[src/rtl/pwmcci_pkg.sv]
package pwmcci_pkg;

   ////////////////////////////////////////////////////////////////////////////
   // Structure
   localparam int NUM_CH = 3;
   localparam int REG_W = 8;
   localparam int AXI_AW = 12;
   localparam int AXI_DW = 32;
   localparam int SCRIPT_AW = 5;
   localparam int DUTY_W = 8;
   localparam int CTRL_W = 4;
   localparam int TICK_DIV_DEFAULT = 100;

   ////////////////////////////////////////////////////////////////////////////
   // Register indices; byte address is four times the index
   localparam logic [7:0] IDX_TIMER_CFG0 = 8'h60;
   localparam logic [7:0] IDX_CHAN_CTRL0 = 8'h61;
   localparam logic [7:0] IDX_CH_STRIDE = 8'h08;
   localparam logic [7:0] IDX_SOFT_RESET = 8'h78;
   localparam logic [7:0] IDX_RAW_IRQ = 8'h7A;
   localparam logic [7:0] IDX_MASKED_IRQ = 8'h7B;
   localparam logic [7:0] IDX_IRQ_CLEAR = 8'h7C;

   ////////////////////////////////////////////////////////////////////////////
   // Field positions
   localparam int CTL_OFF_LEVEL_BIT = 0;
   localparam int CTL_OUT_EN_BIT = 1;
   localparam int CTL_PGEN_BIT = 2;
   localparam int CTL_PDONE_MASK_BIT = 3;
   localparam int CFG_CDONE_MASK_BIT = 4;
   localparam int IRQ_CYC_LSB = 0;
   localparam int IRQ_PAT_LSB = 3;

   ////////////////////////////////////////////////////////////////////////////
   // Reset values and bus answers
   localparam logic [CTRL_W-1:0] CTRL_RESET = 4'h0;
   localparam logic [1:0] RESP_OKAY = 2'h0;
   localparam logic [1:0] RESP_SLVERR = 2'h2;
   localparam logic [DUTY_W-1:0] PWM_LAST_STEP = 8'hFF;

   typedef enum logic {
      PWMCCI_ST_IDLE = 1'b0,
      PWMCCI_ST_RUN = 1'b1
   } pwmcci_state_t;

endpackage : pwmcci_pkg

[src/rtl/pwmcci_chan_if.sv]
`timescale 1ns/10ps
interface pwmcci_chan_if;
   import pwmcci_pkg::*;

   logic enable;
   logic soft_reset;
   logic [DUTY_W-1:0] cmd_duty;
   logic cmd_end;
   logic cmd_end_rst;
   logic [SCRIPT_AW-1:0] cmd_index;
   logic pattern;
   logic cycle_done;
   logic pattern_done;
   logic clear_enable;

   modport ctrl (
      output enable,
      output soft_reset,
      output cmd_duty,
      output cmd_end,
      output cmd_end_rst,
      input cmd_index,
      input pattern,
      input cycle_done,
      input pattern_done,
      input clear_enable
   );

   modport chan (
      input enable,
      input soft_reset,
      input cmd_duty,
      input cmd_end,
      input cmd_end_rst,
      output cmd_index,
      output pattern,
      output cycle_done,
      output pattern_done,
      output clear_enable
   );

endinterface : pwmcci_chan_if

[src/rtl/pwmcci_top.sv]
`timescale 1ns/10ps
// Functional notes
// Setting pattern enable starts script at first command; clearing stops it.
// Device clears pattern enable after an end command with reset flag.
// After host clears enable, current command finishes before stopping.
// Output enable low holds off level; high follows generated pattern.
// Off level bit: zero drives low, one drives high, while disabled.
// Soft reset register bits 2..0 reset timers 2..0; zeros do nothing.
// Soft reset rewinds pattern generator to first pattern and stops it.
// Soft reset halts every state machine and timer of that channel.
// Soft reset leaves stored script patterns untouched.
// Soft reset keeps pending interrupts; host clears them via clear register.
// Raw status register reports unmasked state; bits 7..6 read zero.
// Pattern-done flags for timers 2..0 sit at bits 5..3, reset zero.
// Cycle-done flags for timers 2..0 sit at bits 2..0, reset zero.
// Cycle-done raised when the active command's PWM cycle ends.
// Pattern-done raised when a script task completes.
// Timer config bit 4 masks the cycle-done interrupt when one.
// Masked status is raw status gated by both masks; drives irq.
// Raw flags stay set regardless of mask until host clears them.
module pwmcci_top #(
   parameter int TICK_DIV = pwmcci_pkg::TICK_DIV_DEFAULT
) (
   input wire logic aclk,
   input wire logic aresetn,
   input wire logic [pwmcci_pkg::AXI_AW-1:0] s_axi_awaddr,
   input wire logic s_axi_awvalid,
   output logic s_axi_awready,
   input wire logic [pwmcci_pkg::AXI_DW-1:0] s_axi_wdata,
   input wire logic [3:0] s_axi_wstrb,
   input wire logic s_axi_wvalid,
   output logic s_axi_wready,
   output logic [1:0] s_axi_bresp,
   output logic s_axi_bvalid,
   input wire logic s_axi_bready,
   input wire logic [pwmcci_pkg::AXI_AW-1:0] s_axi_araddr,
   input wire logic s_axi_arvalid,
   output logic s_axi_arready,
   output logic [pwmcci_pkg::AXI_DW-1:0] s_axi_rdata,
   output logic [1:0] s_axi_rresp,
   output logic s_axi_rvalid,
   input wire logic s_axi_rready,
   output logic [pwmcci_pkg::SCRIPT_AW-1:0] script_addr [pwmcci_pkg::NUM_CH],
   input wire logic [pwmcci_pkg::DUTY_W-1:0] script_duty [pwmcci_pkg::NUM_CH],
   input wire logic [pwmcci_pkg::NUM_CH-1:0] script_end,
   input wire logic [pwmcci_pkg::NUM_CH-1:0] script_end_rst,
   output logic [pwmcci_pkg::NUM_CH-1:0] pwm_out,
   output logic irq
);
   import pwmcci_pkg::*;

   ////////////////////////////////////////////////////////////////////////////
   // Write channel: address and data may arrive in either order

   logic aw_held_reg;
   logic w_held_reg;
   logic [7:0] wr_idx_reg;
   logic [REG_W-1:0] wdata_reg;
   logic wstrb0_reg;
   logic bvalid_reg;
   logic [1:0] bresp_reg;
   logic do_write;
   logic wr_lane;
   logic wr_soft_reset;
   logic wr_irq_clear;
   logic wr_fixed_hit;
   logic [NUM_CH-1:0] wr_ctrl_hit;
   logic [NUM_CH-1:0] wr_cfg_hit;
   logic wr_mapped;

   assign s_axi_awready = !aw_held_reg && !bvalid_reg;
   assign s_axi_wready = !w_held_reg && !bvalid_reg;
   assign s_axi_bvalid = bvalid_reg;
   assign s_axi_bresp = bresp_reg;

   assign do_write = aw_held_reg && w_held_reg && !bvalid_reg;
   // Only the low byte lane carries register data
   assign wr_lane = do_write && wstrb0_reg;
   assign wr_soft_reset = wr_lane && (wr_idx_reg == IDX_SOFT_RESET);
   assign wr_irq_clear = wr_lane && (wr_idx_reg == IDX_IRQ_CLEAR);
   // Status registers accept writes silently so software never sees an error
   assign wr_fixed_hit = (wr_idx_reg == IDX_SOFT_RESET) || (wr_idx_reg == IDX_IRQ_CLEAR)
                         || (wr_idx_reg == IDX_RAW_IRQ) || (wr_idx_reg == IDX_MASKED_IRQ);
   assign wr_mapped = wr_fixed_hit || (|wr_ctrl_hit) || (|wr_cfg_hit);

   always_ff @(posedge aclk)
   begin
      if (!aresetn)
      begin
         aw_held_reg <= 1'b0;
         wr_idx_reg <= 8'h00;
      end
      else if (s_axi_awvalid && s_axi_awready)
      begin
         aw_held_reg <= 1'b1;
         wr_idx_reg <= s_axi_awaddr[9:2];
      end
      else if (do_write)
      begin
         aw_held_reg <= 1'b0;
      end
   end

   always_ff @(posedge aclk)
   begin
      if (!aresetn)
      begin
         w_held_reg <= 1'b0;
         wdata_reg <= 8'h00;
         wstrb0_reg <= 1'b0;
      end
      else if (s_axi_wvalid && s_axi_wready)
      begin
         w_held_reg <= 1'b1;
         wdata_reg <= s_axi_wdata[REG_W-1:0];
         wstrb0_reg <= s_axi_wstrb[0];
      end
      else if (do_write)
      begin
         w_held_reg <= 1'b0;
      end
   end

   always_ff @(posedge aclk)
   begin
      if (!aresetn)
      begin
         bvalid_reg <= 1'b0;
         bresp_reg <= RESP_OKAY;
      end
      else if (do_write)
      begin
         bvalid_reg <= 1'b1;
         bresp_reg <= wr_mapped ? RESP_OKAY : RESP_SLVERR;
      end
      else if (s_axi_bready)
      begin
         bvalid_reg <= 1'b0;
      end
   end

   ////////////////////////////////////////////////////////////////////////////
   // Per-channel registers, raw flags and channel engines

   logic [CTRL_W-1:0] ctrl_reg [NUM_CH];
   logic [NUM_CH-1:0] cyc_mask_reg;
   logic [NUM_CH-1:0] raw_cyc_reg;
   logic [NUM_CH-1:0] raw_pat_reg;
   logic [NUM_CH-1:0] msk_cyc;
   logic [NUM_CH-1:0] msk_pat;
   logic [NUM_CH-1:0] rd_ctrl_hit;
   logic [NUM_CH-1:0] rd_cfg_hit;
   logic [REG_W-1:0] rd_ch_data [NUM_CH];
   logic [7:0] rd_idx;
   logic tick;

   pwmcci_tick #(
      .DIV(TICK_DIV)
   ) u_tick (
      .aclk(aclk),
      .aresetn(aresetn),
      .tick(tick)
   );

   generate
      for (genvar c = 0; c < NUM_CH; c++)
      begin : g_ch
         localparam logic [7:0] CTRL_IDX = 8'(IDX_CHAN_CTRL0 + 8'(c) * IDX_CH_STRIDE);
         localparam logic [7:0] CFG_IDX = 8'(IDX_TIMER_CFG0 + 8'(c) * IDX_CH_STRIDE);
         logic soft_rst;
         logic clr_cyc;
         logic clr_pat;
         pwmcci_chan_if ch_if ();

         assign wr_ctrl_hit[c] = (wr_idx_reg == CTRL_IDX);
         assign wr_cfg_hit[c] = (wr_idx_reg == CFG_IDX);
         assign rd_ctrl_hit[c] = (rd_idx == CTRL_IDX);
         assign rd_cfg_hit[c] = (rd_idx == CFG_IDX);
         assign soft_rst = wr_soft_reset && wdata_reg[c];
         assign clr_cyc = wr_irq_clear && wdata_reg[IRQ_CYC_LSB + c];
         assign clr_pat = wr_irq_clear && wdata_reg[IRQ_PAT_LSB + c];

         always_ff @(posedge aclk)
         begin
            if (!aresetn)
            begin
               ctrl_reg[c] <= CTRL_RESET;
            end
            else if (wr_lane && wr_ctrl_hit[c])
            begin
               ctrl_reg[c] <= wdata_reg[CTRL_W-1:0];
            end
            else if (soft_rst || ch_if.clear_enable)
            begin
               // Device-side stop; a host write in the same cycle wins
               ctrl_reg[c][CTL_PGEN_BIT] <= 1'b0;
            end
         end

         always_ff @(posedge aclk)
         begin
            if (!aresetn)
            begin
               cyc_mask_reg[c] <= 1'b0;
            end
            else if (wr_lane && wr_cfg_hit[c])
            begin
               cyc_mask_reg[c] <= wdata_reg[CFG_CDONE_MASK_BIT];
            end
         end

         // Flags ignore masks and soft reset; a new event beats a clear
         always_ff @(posedge aclk)
         begin
            if (!aresetn)
            begin
               raw_cyc_reg[c] <= 1'b0;
               raw_pat_reg[c] <= 1'b0;
            end
            else
            begin
               raw_cyc_reg[c] <= ch_if.cycle_done || (raw_cyc_reg[c] && !clr_cyc);
               raw_pat_reg[c] <= ch_if.pattern_done || (raw_pat_reg[c] && !clr_pat);
            end
         end

         assign msk_cyc[c] = raw_cyc_reg[c] && !cyc_mask_reg[c];
         assign msk_pat[c] = raw_pat_reg[c] && !ctrl_reg[c][CTL_PDONE_MASK_BIT];

         // Script memory lives outside and is never touched by a soft reset
         assign ch_if.enable = ctrl_reg[c][CTL_PGEN_BIT];
         assign ch_if.soft_reset = soft_rst;
         assign ch_if.cmd_duty = script_duty[c];
         assign ch_if.cmd_end = script_end[c];
         assign ch_if.cmd_end_rst = script_end_rst[c];
         assign script_addr[c] = ch_if.cmd_index;

         pwmcci_channel u_chan (
            .aclk(aclk),
            .aresetn(aresetn),
            .tick(tick),
            .bus(ch_if.chan)
         );

         always_ff @(posedge aclk)
         begin
            if (!aresetn)
            begin
               pwm_out[c] <= 1'b0;
            end
            else
            begin
               pwm_out[c] <= ctrl_reg[c][CTL_OUT_EN_BIT] ? ch_if.pattern
                                                         : ctrl_reg[c][CTL_OFF_LEVEL_BIT];
            end
         end

         assign rd_ch_data[c] = rd_ctrl_hit[c] ? REG_W'(ctrl_reg[c])
                              : rd_cfg_hit[c] ? REG_W'({cyc_mask_reg[c], 4'h0}) : 8'h00;
      end
   endgenerate

   assign irq = |{msk_pat, msk_cyc};

   ////////////////////////////////////////////////////////////////////////////
   // Read channel: one read at a time, data from a register

   logic rvalid_reg;
   logic [REG_W-1:0] rdata_reg;
   logic [1:0] rresp_reg;
   logic [REG_W-1:0] raw_word;
   logic [REG_W-1:0] masked_word;
   logic [REG_W-1:0] ch_word;
   logic rd_fixed_hit;
   logic rd_mapped;
   logic [REG_W-1:0] rd_word;

   assign rd_idx = s_axi_araddr[9:2];
   assign s_axi_arready = !rvalid_reg;
   assign s_axi_rvalid = rvalid_reg;
   assign s_axi_rresp = rresp_reg;
   assign s_axi_rdata = AXI_DW'(rdata_reg);

   assign raw_word = {2'b00, raw_pat_reg, raw_cyc_reg};
   assign masked_word = {2'b00, msk_pat, msk_cyc};
   assign ch_word = rd_ch_data[0] | rd_ch_data[1] | rd_ch_data[2];
   // Soft reset and clear registers are write-only and read as zero
   assign rd_fixed_hit = (rd_idx == IDX_RAW_IRQ) || (rd_idx == IDX_MASKED_IRQ)
                         || (rd_idx == IDX_SOFT_RESET) || (rd_idx == IDX_IRQ_CLEAR);
   assign rd_mapped = rd_fixed_hit || (|rd_ctrl_hit) || (|rd_cfg_hit);
   assign rd_word = (rd_idx == IDX_RAW_IRQ) ? raw_word
                  : (rd_idx == IDX_MASKED_IRQ) ? masked_word : ch_word;

   always_ff @(posedge aclk)
   begin
      if (!aresetn)
      begin
         rvalid_reg <= 1'b0;
         rdata_reg <= 8'h00;
         rresp_reg <= RESP_OKAY;
      end
      else if (s_axi_arvalid && s_axi_arready)
      begin
         rvalid_reg <= 1'b1;
         rdata_reg <= rd_word;
         rresp_reg <= rd_mapped ? RESP_OKAY : RESP_SLVERR;
      end
      else if (s_axi_rready)
      begin
         rvalid_reg <= 1'b0;
      end
   end

endmodule : pwmcci_top

[src/rtl/pwmcci_tick.sv]
`timescale 1ns/10ps
module pwmcci_tick #(
   parameter int DIV = pwmcci_pkg::TICK_DIV_DEFAULT
) (
   input wire logic aclk,
   input wire logic aresetn,
   output logic tick
);
   import pwmcci_pkg::*;

   localparam int CNT_W = (DIV > 1) ? $clog2(DIV) : 1;
   localparam logic [CNT_W-1:0] CNT_LAST = CNT_W'(DIV - 1);

   logic [CNT_W-1:0] cnt_reg;
   logic wrap;

   generate
      if (DIV < 1)
      begin : g_bad_div
         $error("pwmcci_tick: DIV must be at least 1");
      end
   endgenerate

   assign wrap = (cnt_reg == CNT_LAST);

   always_ff @(posedge aclk)
   begin
      if (!aresetn)
      begin
         cnt_reg <= '0;
         tick <= 1'b0;
      end
      else
      begin
         cnt_reg <= wrap ? '0 : cnt_reg + CNT_W'(1);
         tick <= wrap;
      end
   end

endmodule : pwmcci_tick

[src/rtl/pwmcci_channel.sv]
`timescale 1ns/10ps
module pwmcci_channel (
   input wire logic aclk,
   input wire logic aresetn,
   input wire logic tick,
   pwmcci_chan_if.chan bus
);
   import pwmcci_pkg::*;

   pwmcci_state_t state_reg;
   logic [DUTY_W-1:0] step_reg;
   logic cycle_end;
   logic go_on;

   // One command lasts one full PWM cycle of 256 ticks
   assign cycle_end = (state_reg == PWMCCI_ST_RUN) && tick && (step_reg == PWM_LAST_STEP);
   // Stop only at a command boundary
   assign go_on = bus.enable && !(bus.cmd_end && bus.cmd_end_rst);

   always_ff @(posedge aclk)
   begin
      if (!aresetn)
      begin
         state_reg <= PWMCCI_ST_IDLE;
         step_reg <= '0;
         bus.cmd_index <= '0;
         bus.pattern <= 1'b0;
         bus.cycle_done <= 1'b0;
         bus.pattern_done <= 1'b0;
         bus.clear_enable <= 1'b0;
      end
      else if (bus.soft_reset)
      begin
         // Halt everything and rewind to the first pattern
         state_reg <= PWMCCI_ST_IDLE;
         step_reg <= '0;
         bus.cmd_index <= '0;
         bus.pattern <= 1'b0;
         bus.cycle_done <= 1'b0;
         bus.pattern_done <= 1'b0;
         bus.clear_enable <= 1'b0;
      end
      else
      begin
         bus.cycle_done <= cycle_end;
         bus.pattern_done <= cycle_end && bus.cmd_end;
         bus.clear_enable <= cycle_end && bus.cmd_end && bus.cmd_end_rst;
         bus.pattern <= (state_reg == PWMCCI_ST_RUN) && (step_reg < bus.cmd_duty);
         unique case (state_reg)
            PWMCCI_ST_IDLE:
            begin
               // Enable bit still reads one while its own clear is pending
               if (bus.enable && !bus.clear_enable)
               begin
                  state_reg <= PWMCCI_ST_RUN;
                  step_reg <= '0;
                  bus.cmd_index <= '0;
               end
            end
            PWMCCI_ST_RUN:
            begin
               if (tick)
               begin
                  step_reg <= step_reg + DUTY_W'(1);
               end
               if (cycle_end)
               begin
                  if (!go_on)
                  begin
                     state_reg <= PWMCCI_ST_IDLE;
                     bus.cmd_index <= '0;
                  end
                  else if (bus.cmd_end)
                  begin
                     bus.cmd_index <= '0;
                  end
                  else
                  begin
                     bus.cmd_index <= bus.cmd_index + SCRIPT_AW'(1);
                  end
               end
            end
         endcase
      end
   end

endmodule : pwmcci_channel

[config.mk]
export PLATFORM = sky130hd
export DESIGN_NAME = pwmcci_top
export DESIGN_NICKNAME = d
export VERILOG_FILES = /design/src/rtl/pwmcci_pkg.sv /design/src/rtl/pwmcci_chan_if.sv /design/src/rtl/pwmcci_top.sv /design/src/rtl/pwmcci_tick.sv /design/src/rtl/pwmcci_channel.sv
export SDC_FILE = /design/constraint.sdc
export NUM_CORES = 1
export LEC_CHECK = 0
export BUFFER_PORTS_ARGS = -buffer_cell sky130_fd_sc_hd__buf_2
export CAP_MARGIN = 20
export CORE_MARGIN = 2
export CORE_UTILIZATION = 54
export DETAILED_ROUTE_END_ITERATION = 10
export PLACE_DENSITY = 0.81
export SLEW_MARGIN = 5
export SYNTH_ARGS = -nofsm -noshare
export SYNTH_HDL_FRONTEND = slang
export SYNTH_HIERARCHICAL = 1
export SYNTH_SLANG_ARGS = --single-unit
[constraint.sdc]
create_clock -name aclk -period 1.9 [get_ports aclk]
set_input_delay 0.285 -clock aclk [delete_from_list [all_inputs] [get_ports aclk]]
set_output_delay 0.285 -clock aclk [all_outputs]
set_load 0.03 [all_outputs]
Word level (Yosys, flattened, before mapping)
Memory sizes are Yosys's and may differ from the RTL's.
Cells that the tools add are included.

operators by class
  add/sub/neg operators = 7
  multiplexer cells = 84
  reduce and logical (&&, ||, !) cells = 121
  equal/unequal tests = 33
  bitwise operators = 12
  $lt $le $gt $ge = 3

operator list
  kind                                                 count
  equality test 8 x 7 -> 1 bit, second input constant  20
  two-way mux 5 bit                                    18
  logical AND 1 bit                                    61
  two-way mux 8 bit                                    6
  one-hot mux 8 bit (2 select lines)                   3
  two-way mux 1 bit                                    44
  one-hot mux 5 bit (2 select lines)                   3
  adder 8 x 1 -> 8 bit, second input constant          3
  equality test 8 bit, second input constant           3
  less-than comparator 8 bit                           3
  zero test 1 bit                                      22
  logical OR 1 bit                                     19
  adder 5 x 1 -> 5 bit, second input constant          3
  two-way mux 4 bit                                    3
  two-way mux 6 bit                                    2
  != test 2 bit, second input constant                 6
  AND reduction 2 bit                                  6
  OR reduction 3 bit                                   4
  OR 5 bit                                             2
  nonzero test 2 bit                                   4
  OR reduction 2 bit                                   4
  adder 7 x 1 -> 7 bit, second input constant          1
  equality test 7 bit, second input constant           1
  != test 2 x 1 -> 1 bit, second input constant        3
  5 further kinds                                      16

word-level totals
  memory bits (writable) = 12
  flip-flop bits (word level) = 105
  memories kept = 1

memories
  name      depth  width  rd ports  clocked after Yosys merged registers in  wr ports  line               RTL
  ctrl_reg  3      4      3         0                                        3         pwmcci_top.sv:145  logic [CTRL_W-1:0] ctrl_reg [NUM_CH];

Depth between registers and ports, before layout
Gate-level depths: netlist (run 1).

  depth after elaboration = 11
  depth in mapped cells = 8
  gate-level depth less buffers = 7

Cells and area by module
The synthesis (run 1) kept the hierarchy.

by module, submodules not included
  module          times used  cells an instance  sequential area each (um2)  area an instance (um2)
  pwmcci_channel  3           107                360.3                       1033.5
  pwmcci_top      1           294                1141.1                      2640.0
  pwmcci_tick     1           35                 160.2                       329.1

Worst setup path before layout (run 1)
OpenSTA, ideal clock, no wires.

  kind = flip-flop to flip-flop
  from = register bvalid_reg, in the netlist s_axi_bvalid
  to = register g_ch[2].u_chan.bus.cmd_index[2]
  buffers on the path = 0
  setup slack = -0.042 ns
  cell stages (with the launch flop) = 8
  library setup time = 0.070 ns
  arrival = 1.872 ns
  path through = dfxtp_1 nor2b_2 and4_4 and3_2 nand3b_1 nor3b_4 o2bb2ai_1 o2bb2ai_1

between the ends
  cells in the longest elaborated chain, start to end = 6

RTL lines
  element                              line                  RTL
  start, declared                      pwmcci_top.sv:60      logic bvalid_reg;
  start signal, assigned               pwmcci_top.sv:128     bvalid_reg <= 1'b0;
  start signal, assigned               pwmcci_top.sv:133     bvalid_reg <= 1'b1;
  start signal, assigned               pwmcci_top.sv:138     bvalid_reg <= 1'b0;
  zero test 1 bit                      pwmcci_top.sv:76      assign do_write = aw_held_reg && w_held_reg && !bvalid_reg;
  logical AND 1 bit                    pwmcci_top.sv:76
  logical AND 1 bit                    pwmcci_top.sv:78      assign wr_lane = do_write && wstrb0_reg;
  logical AND 1 bit                    pwmcci_top.sv:79      assign wr_soft_reset = wr_lane && (wr_idx_reg == IDX_SOFT_RESET);
  logical AND 1 bit                    pwmcci_top.sv:179     assign soft_rst = wr_soft_reset && wdata_reg[c];
  net g_ch[2].ch_if.soft_reset         pwmcci_chan_if.sv:6   logic soft_reset;
  OR reduction 2 bit (no source line)  -
  end signal, assigned                 pwmcci_channel.sv:79  bus.cmd_index <= bus.cmd_index + SCRIPT_AW'(1);
  end, declared                        pwmcci_chan_if.sv:35  output cmd_index,

The timed path passes the listed nets, and every way through them passes these cells.
A chain may end at the register's enable or synchronous reset.

Worst setup path in the final report (run 1)
  from = register wr_idx_reg[6]
  to = register g_ch[1].u_chan.bus.cmd_index[3]

between the ends
  cells in the longest elaborated chain, start to end = 4

RTL lines
  element                              line                  RTL
  start, declared                      pwmcci_top.sv:57      logic [7:0] wr_idx_reg;
  start signal, assigned               pwmcci_top.sv:96      wr_idx_reg <= s_axi_awaddr[9:2];
  equality test 8 x 7 -> 1 bit         pwmcci_top.sv:79
  logical AND 1 bit                    pwmcci_top.sv:79
  logical AND 1 bit                    pwmcci_top.sv:179
  net g_ch[1].ch_if.soft_reset         pwmcci_chan_if.sv:6
  OR reduction 2 bit (no source line)  -
  end signal, assigned                 pwmcci_channel.sv:79
  end, declared                        pwmcci_chan_if.sv:35

The timed path passes the listed nets, and every way through them passes these cells.

==> results.md, run 1 <==
* Status: finished, final reports clean
* Hold Startpoint: s_axi_awaddr[8]
* Core box area at between 10000 and 15000 um2
* Slew Limit Fails at 0
* CTS sink cnt at 113
* Reg2reg end: g_ch[1].u_chan/bus.cmd_index[3]$_SDFFE_PP0P_
* Finished Core Util at between 60% and 70%
* Mapped cell area at roughly 6100 um2
* Avg Cell Area, Syn at approximately 9.3 um2
* Syn Inst Count at 650
* Seq/Total Area, Yosys at 39.25%
* Largest net degree at the start of global routing at 22
* DRC Markers at 0
* Flops & latches, synth at 113
* Post-route minimum period at around 1.9 ns
* Worst hold margin at 0.02665 ns
* Top Metal Used: met4
* Clock Path Buffers at 2
* Hold Path Depth at 3
* WL per Instance at around 15 um
* Max stage delay on crit path at 0.32 ns
* Gpl congestion at about 0.90
* ANT cells at 0
* Post-synthesis compound-gate area fraction at approximately 16%
* Layout Nets at approximately 900
* PortBufs at 91
* Post-DR vias/cell at between 5 and 6
* CTS buffer count at 17
* Family with the most delay on the worst path: simple AND/OR/NAND/NOR gates
* TritonCTS clock tree: yes
* Proportion of layout cells with a drive suffix above 1 at around a quarter
* RSZ-0062 raised after global routing: true
* Worst Skew at between 0.01 and 0.015 ns
* Worst-path clk slew at approximately 0.060 ns
* Antenna Nets Post-Route at 0
* CP Max Fanout at 4
* Mux contribution to synthesized area at around 2.8%
* R2R cell count at 8
* Async SR Flop Fraction at 0%
* Total gr overflow at 0
* Drt pass-1 iters at 5
* Endpoints failing hold at 0
* Leading area contributor after synthesis: dfxtp_1
* Adder and majority gate portion of the synthesized area at 5.978%
* I/O pin count at about 160
* Max reg flops at 24
* Synth Area in Simple Gates at roughly 24%
* Placed Area at approximately 6600 um2
* R2R Path Start: wr_idx_reg[6]$_SDFFE_PN0P_
* DR iter-0 viols at about 260
* Largest family of logic cells by synthesized area: simple AND/OR/NAND/NOR gates
* Filler Cells Inserted at 871
* Fraction of the cycle the final worst path needs at between 90% and 100%
* Initial antenna violation count at 0
* Slowest CP cell: dfxtp_2
* HPWL Detailed at between 10 and 15 mm
* Post-synth top flop: dfxtp_1
* Worst EP arrival at ~2.3 ns
* XOR/XNOR Fraction of Synth Area at ~3.2%
* Max IR drop VDD at approximately 0.57 mV
* Worst slew margin at roughly three fifths
* Setup TNS at 0 ns
* WP buf/inv at 1
* DR WL met3 at roughly 580 um
* Max cap viols at 0
* M1 WL at just under 6 mm
* Cell Chain, Critical Path: and4b_4 -> and4_4 -> and3_4 -> buf_4 -> nor2b_1 -> nand2b_1 -> nand2b_2 -> a31oi_1
* Clock Latency Late Sink at approximately 0.51 ns
* Die span in x at ~110 um
* Worst setup margin at approximately 0.035 ns
* Starting Density at 55.75%
* Met2 wire length at 7.353 mm
* Total Routing Usage GR at roughly a quarter
* Synth warnings at 6
* Setup crit end kind: flip-flop
* First-pass GRT wire length at 23.18 mm
* WS Path Type: flip-flop to flip-flop
* Seq. cell area at roughly 2400 um2
* Hold path endpoint: wr_idx_reg[6]$_SDFFE_PN0P_
* Multi-input logic area at around 3300 um2
* Final Setup Violations at 0
* H-Tree Depth at 4
* Final instance area at ~7300 um2
* Die height at about 110 um
* Clk root buf: clkbuf_8
* EDFF count, synth at 12
* Die Area at around 12000 um2
* Synth area leaders: dfxtp_1, ha_1, edfxtp_1, buf_4, nand2_1
* P_leak at around 3.3 nW
* Hold/Removal Path Class: input port to flip-flop
* Slew at the pin closest to its max-slew limit at ~0.61 ns
* Max Fclk at about 0.54 GHz
* R2R setup slack at between 0.03 and 0.04 ns
* Routed WL at around 14 mm
* WP data required at between 2 and 2.5 ns
* Worst setup SP type: flip-flop
* Distinct cells, synth at 67
* DR vias at ~5100
* Vias in the first global route at between 5000 and 6000
* Yosys top cell area share at 33.31%
* Area Overhead vs Synth at 21.01%
* Pwr Density at between 800 and 900 nW/um2
* Dpl ws at -0.01324 ns
* Std-Cell Rows at 38
[how the worst max path moves through the flow]
| stage | start | depth (start not counted) | endpoint |
|---|---|---|---|
| 2_1_floorplan | s_axi_bvalid$_SDFFE_PN0P_ | 7 | g_ch[2].u_chan/bus.cmd_index[2]$_SDFFE_PP0P_ |
| 3_3_place_gp | wr_idx_reg[7]$_SDFFE_PN0P_ | 7 | g_ch[2].u_chan/bus.cmd_index[4]$_SDFFE_PP0P_ |
| 3_5_place_dp | wr_idx_reg[7]$_SDFFE_PN0P_ | 7 | g_ch[2].u_chan/bus.cmd_index[3]$_SDFFE_PP0P_ |
| 4_1_cts | wr_idx_reg[7]$_SDFFE_PN0P_ | 7 | g_ch[1].u_chan/bus.cmd_index[4]$_SDFFE_PP0P_ |
| 5_1_grt | wr_idx_reg[6]$_SDFFE_PN0P_ | 8 | g_ch[1].u_chan/bus.cmd_index[3]$_SDFFE_PP0P_ |
| 6_report | wr_idx_reg[6]$_SDFFE_PN0P_ | 8 | g_ch[1].u_chan/bus.cmd_index[3]$_SDFFE_PP0P_ |
[area by class of cell]
| class | count | area share, % |
|---|---|---|
| clock buffer | 23 | 6.763 |
| clock inverter | 9 | 1.704 |
| inverter | 42 | 2.147 |
| multi-input combinational | 475 | 45.13 |
| sequential | 113 | 32.50 |
| tap | 140 | 2.385 |
| timing repair buffer | 120 | 9.370 |
[worst register-to-register path: stages, from the launching register on]
cell	delay (ns)
dfxtp_2	0.32
and4b_4	0.20
and4_4	0.21
and3_4	0.15
buf_4	0.13
nor2b_1	0.23
nand2b_1	0.15
nand2b_2	0.23
a31oi_1	0.16
[synthesized netlist by cell type (9+ instances only)]
library cell,instances
dfxtp_1,101
nand2_1,55
inv_1,42
nor2_1,42
buf_4,36
o21ai_0,35
ha_1,29
nand2b_1,25
and2_1,24
a21oi_1,23
a31oi_1,20
xor2_1,17
and3_1,16
mux2i_1,16
edfxtp_1,12
o2bb2ai_1,11
a211oi_1,10
o211ai_1,10
nor2b_1,9
[cell families (layout without fill, tap and decap cells)]
group,count (synthesis),count (layout)
xor gates and xnor gates,22,22
other,1,28
and+or+nand+nor,233,233
adders and majority gates,29,29
muxes,17,17
buffers and inverters,89,194
DFF,113,113
AOI/OAI and AO/OA,146,146
[repair_timing]
item,in CTS,in global routing
endpoints found under the setup margin,6,15
pin swaps,5,11
endpoints found under the hold margin,5,0
setup buffers,0,4
resized for setup,1,8
hold buffers,5,0
gates cloned,0,0
[cells in the final DEF (no fill, tap or decap), types with 5 or more instances in the layout]
| master | count |
|---|---|
| dfxtp_1 | 97 |
| buf_2 | 90 |
| nand2_1 | 55 |
| nor2_1 | 42 |
| inv_1 | 41 |
| o21ai_0 | 35 |
| ha_1 | 29 |
| conb_1 | 28 |
| nand2b_1 | 25 |
| buf_4 | 25 |
| and2_1 | 24 |
| a21oi_1 | 23 |
| a31oi_1 | 20 |
| xor2_1 | 17 |
| mux2i_1 | 16 |
| and3_1 | 16 |
| clkbuf_16 | 16 |
| edfxtp_1 | 12 |
| o2bb2ai_1 | 11 |
| o211ai_1 | 10 |
| a211oi_1 | 10 |
| nor2b_1 | 9 |
| clkbuf_8 | 7 |
| nor3b_4 | 6 |
| o2111ai_1 | 6 |
| or3_1 | 5 |
| nand3b_1 | 5 |
| xnor2_1 | 5 |
| a32oi_1 | 5 |
| nand3_1 | 5 |
| dlygate4sd3_1 | 5 |
[report_power, final]
part	switching, mW	internal [mW]
Combinational	0.363	0.203
Sequential	0.0534	2.47
Clock	1.08	2.20
[stage by stage]
step                      cells  total power, mW
after floorplan             677            2.974
after global placement      881            3.092
after detailed placement    881            3.117
after CTS                   918            6.395
after global routing        922            6.569
final                       922            6.375
[layer usage]
| metal | GRT usage, % | vias up |
|---|---|---|
| li1 | - | 2506 |
| met3 | 5.526 | 27 |
| met1 | 27.72 | 2455 |
| met2 | 44.13 | 137 |
| met5 | 0 | - |
| met4 | 9.946 | 0 |
No activity file was read; power rests on OpenSTA's default activity.
==> run 2, diff against run 1 <==
--- a/config.mk
+++ b/config.mk
@@ -11,6 +11,7 @@
 export CORE_UTILIZATION = 54
 export DETAILED_ROUTE_END_ITERATION = 10
 export PLACE_DENSITY = 0.81
+export REMOVE_ABC_BUFFERS = 1
 export SLEW_MARGIN = 5
 export SYNTH_ARGS = -nofsm -noshare
 export SYNTH_HDL_FRONTEND = slang
==> run 2 against run 1 <==
  * Cell area hardly changed
  * Total power fell by 0.44%
  * Clock power about the same
  * Register-to-register slack about the same
  * Maximum frequency up 0.38%
  * Highest routed layer unchanged
==> results.md, run 2 (same netlist as run 1, synthesis figures left out) <==
* Status: finished, final reports clean
* Switching Fraction at 23.12% (-0.39 points)
* Worst-path clk slew at 0.06 ns (about the same)
* Starting Density at 55.75% (unchanged)
* Total Routing Usage GR at 22.55% (-1.9 points)
* Slew at the pin closest to its max-slew limit at 0.6589 ns (+0.05092 ns)
* Worst setup SP type: flip-flop
* Filler Cells Inserted at 835 (-4.1%)
* Final instance area at 7346 um2 (about the same)
* Max stage delay on crit path at 0.32 ns (about the same)
* Post-route minimum period at 1.858 ns (-0.007073 ns)
* CTS buffer count at 17 (unchanged)
* Reg2reg end: g_ch[1].u_chan/bus.pattern$_SDFF_PP0_
* Worst setup margin at 0.04195 ns (+0.007073 ns)
* Total gr overflow at 0 (unchanged)
* Worst EP arrival at 2.29 ns (about the same)
* Cell internal pwr at 4.879 mW (about the same)
* Drt pass-1 iters at 5 (unchanged)
* Gpl congestion at 0.8802 (-2.4%)
* Clk pwr share at 51.4% (about the same)
* CP Max Fanout at 4 (unchanged)
* Fin cells at 921 (-0.11%)
* HPWL Detailed at 9.989 mm (-2.4%)
* H-Tree Depth at 4 (unchanged)
* Pwr Density at 863.9 nW/um2 (-0.46%)
* Post-DR vias/cell at 5.478 (-1.5%)
* Sw Pwr at 1.467 mW (-2.1%)
* Hold/Removal Path Class: input port to flip-flop
* Vias in the first global route at 4704 (-6.9%)
* WP data required at 2.33 ns (about the same)
* Setup crit end: g_ch[1].u_chan/bus.pattern$_SDFF_PP0_
* CTS sink cnt at 113 (unchanged)
* Clk root buf: clkbuf_8
* Multi-input logic area at 3321 um2 (+0.19%)
* Max IR drop VDD at 0.5599 mV (-2.1%)
* Layout Nets at 894 (-0.11%)
* WS Path Type: flip-flop to flip-flop
* Max Fclk at 0.5382 GHz (+0.38%)
* Setup TNS at 0 ns (unchanged)
* Die height at 110.0 um (unchanged)
* Commonest non-fill, non-tap cell in the layout: dfxtp_1
* Seq pwr share at 39.9% (+0.3 points)
* Routed WL at 13.32 mm (-5.8%)
* Die Area at 12100 um2 (unchanged)
* TritonCTS clock tree: yes
* Slew Limit Fails at 0 (unchanged)
* Pwr Total at 6.346 mW (-0.44%)
* Initial antenna violation count at 0 (unchanged)
* I/O pin count at 157 (unchanged)
* PortBufs at 91 (unchanged)
* DR iter-0 viols at 310 (+17%)
* Hold Startpoint: s_axi_awaddr[8]
* RSZ-0062 raised after global routing: true
* Comb pwr share at 8.7% (-0.2 points)
* Final Setup Violations at 0 (unchanged)
* DR vias at 5045 (-1.6%)
* Fraction of the cycle the final worst path needs at 97.79% (-0.37 points)
* Core box area at 10890 um2 (unchanged)
* Finished Core Util at 67.47% (about the same)
* R2R cell count at 7 (-1)
* CP Launch Point: wr_idx_reg[7]$_SDFFE_PN0P_
* First-pass GRT wire length at 21.29 mm (-8.2%)
* Area Overhead vs Synth at 21.03% (about the same)
* Max cap viols at 0 (unchanged)
* Cell total after placement at 879 (-0.23%)
* Dpl ws at 0.01215 ns (+0.02539 ns)
* Die span in x at 110.0 um (unchanged)
* Max reg flops at 24 (unchanged)
* Largest net degree at the start of global routing at 18 (-18%)
* Worst Skew at 0.007869 ns (-0.003794 ns)
* R2R setup slack at 0.04 ns (about the same)
* Endpoints failing hold at 0 (unchanged)
* Proportion of layout cells with a drive suffix above 1 at 24.58% (-0.35 points)
* Most frequent cells in the layout: dfxtp_1, buf_2, nand2_1, nor2_1, inv_1
* DRC Markers at 0 (unchanged)
* Clock Latency Late Sink at 0.52 ns (about the same)
* Placed Area at 6601 um2 (-0.25%)
* ANT cells at 0 (unchanged)
* Clock Path Buffers at 2 (unchanged)
* WL per Instance at 14.46 um (-5.7%)
* Worst hold margin at 0.01932 ns (-0.007328 ns)
* P_leak at 3.263 nW (-0.49%)
* Std-Cell Rows at 38 (unchanged)
* Setup crit end kind: flip-flop
* Cell Chain, Critical Path: and4b_4 -> and4_4 -> and3_4 -> nand3b_1 -> buf_4 -> a211o_1 -> a41oi_1
* Slowest CP cell: dfxtp_2
* Antenna Nets Post-Route at 0 (unchanged)
* R2R Path Start: wr_idx_reg[7]$_SDFFE_PN0P_
* Seq. cell area at 2386 um2 (about the same)
* Worst slew margin at 55.98% (-3.4 points)
run 2: worst min-delay path by stage:
stage	to	slack, ns	cells after the start
floorplan	s_axi_rvalid$_SDFFE_PN0P_	0.39	1
global placement	raw_pat_reg[2]$_SDFF_PN0_	0.43	1
detailed placement	raw_pat_reg[2]$_SDFF_PN0_	0.43	1
CTS	wstrb0_reg$_SDFFE_PN0P_	0.007	3
global route	g_ch[2].u_chan/bus.clear_enable$_SDFF_PP0_	0.03	2
finish	wr_idx_reg[6]$_SDFFE_PN0P_	0.02	3
run 2: worst max-delay path, delay by kind of cell, from the launching register on:
family                 cells  cell delay, ns
buffers and inverters      1            0.18
and+or+nand+nor            4            0.82
AOI/OAI and AO/OA          2            0.44
DFF                        1            0.32
run 2: layout make-up:
type | count | area share, %
multi-input combinational | 475 | 45.21
sequential | 113 | 32.48
timing repair buffer | 119 | 9.300
clock buffer | 23 | 6.779
tap | 140 | 2.385
inverter | 42 | 2.146
clock inverter | 9 | 1.703
run 2: routing by layer:
layer	vias up	GRT usage, %	share of wire (%)	wire length [um]
met4	0	9.313	2.0	268
li1	2503	-	-	-
met3	24	4.468	4.9	654
met5	-	0	0	0
met1	2339	28.92	46	6130
met2	179	37.12	47	6266
run 2: power groups by stage:
stage	clock network (mW)	registers (mW)	logic, mW
6_report	3.26	2.53	0.552
3_5_place_dp	0	2.58	0.530
3_3_place_gp	0	2.58	0.511
5_1_grt	3.39	2.54	0.610
2_1_floorplan	0	2.59	0.309
4_1_cts	3.29	2.53	0.542
run 2: what timing repair did:
action,in CTS,in global routing
hold buffers,6,0
endpoints found under the setup margin,1,16
endpoints found under the hold margin,6,0
pin swaps,1,10
buffers inserted,0,4
resized for setup,0,10
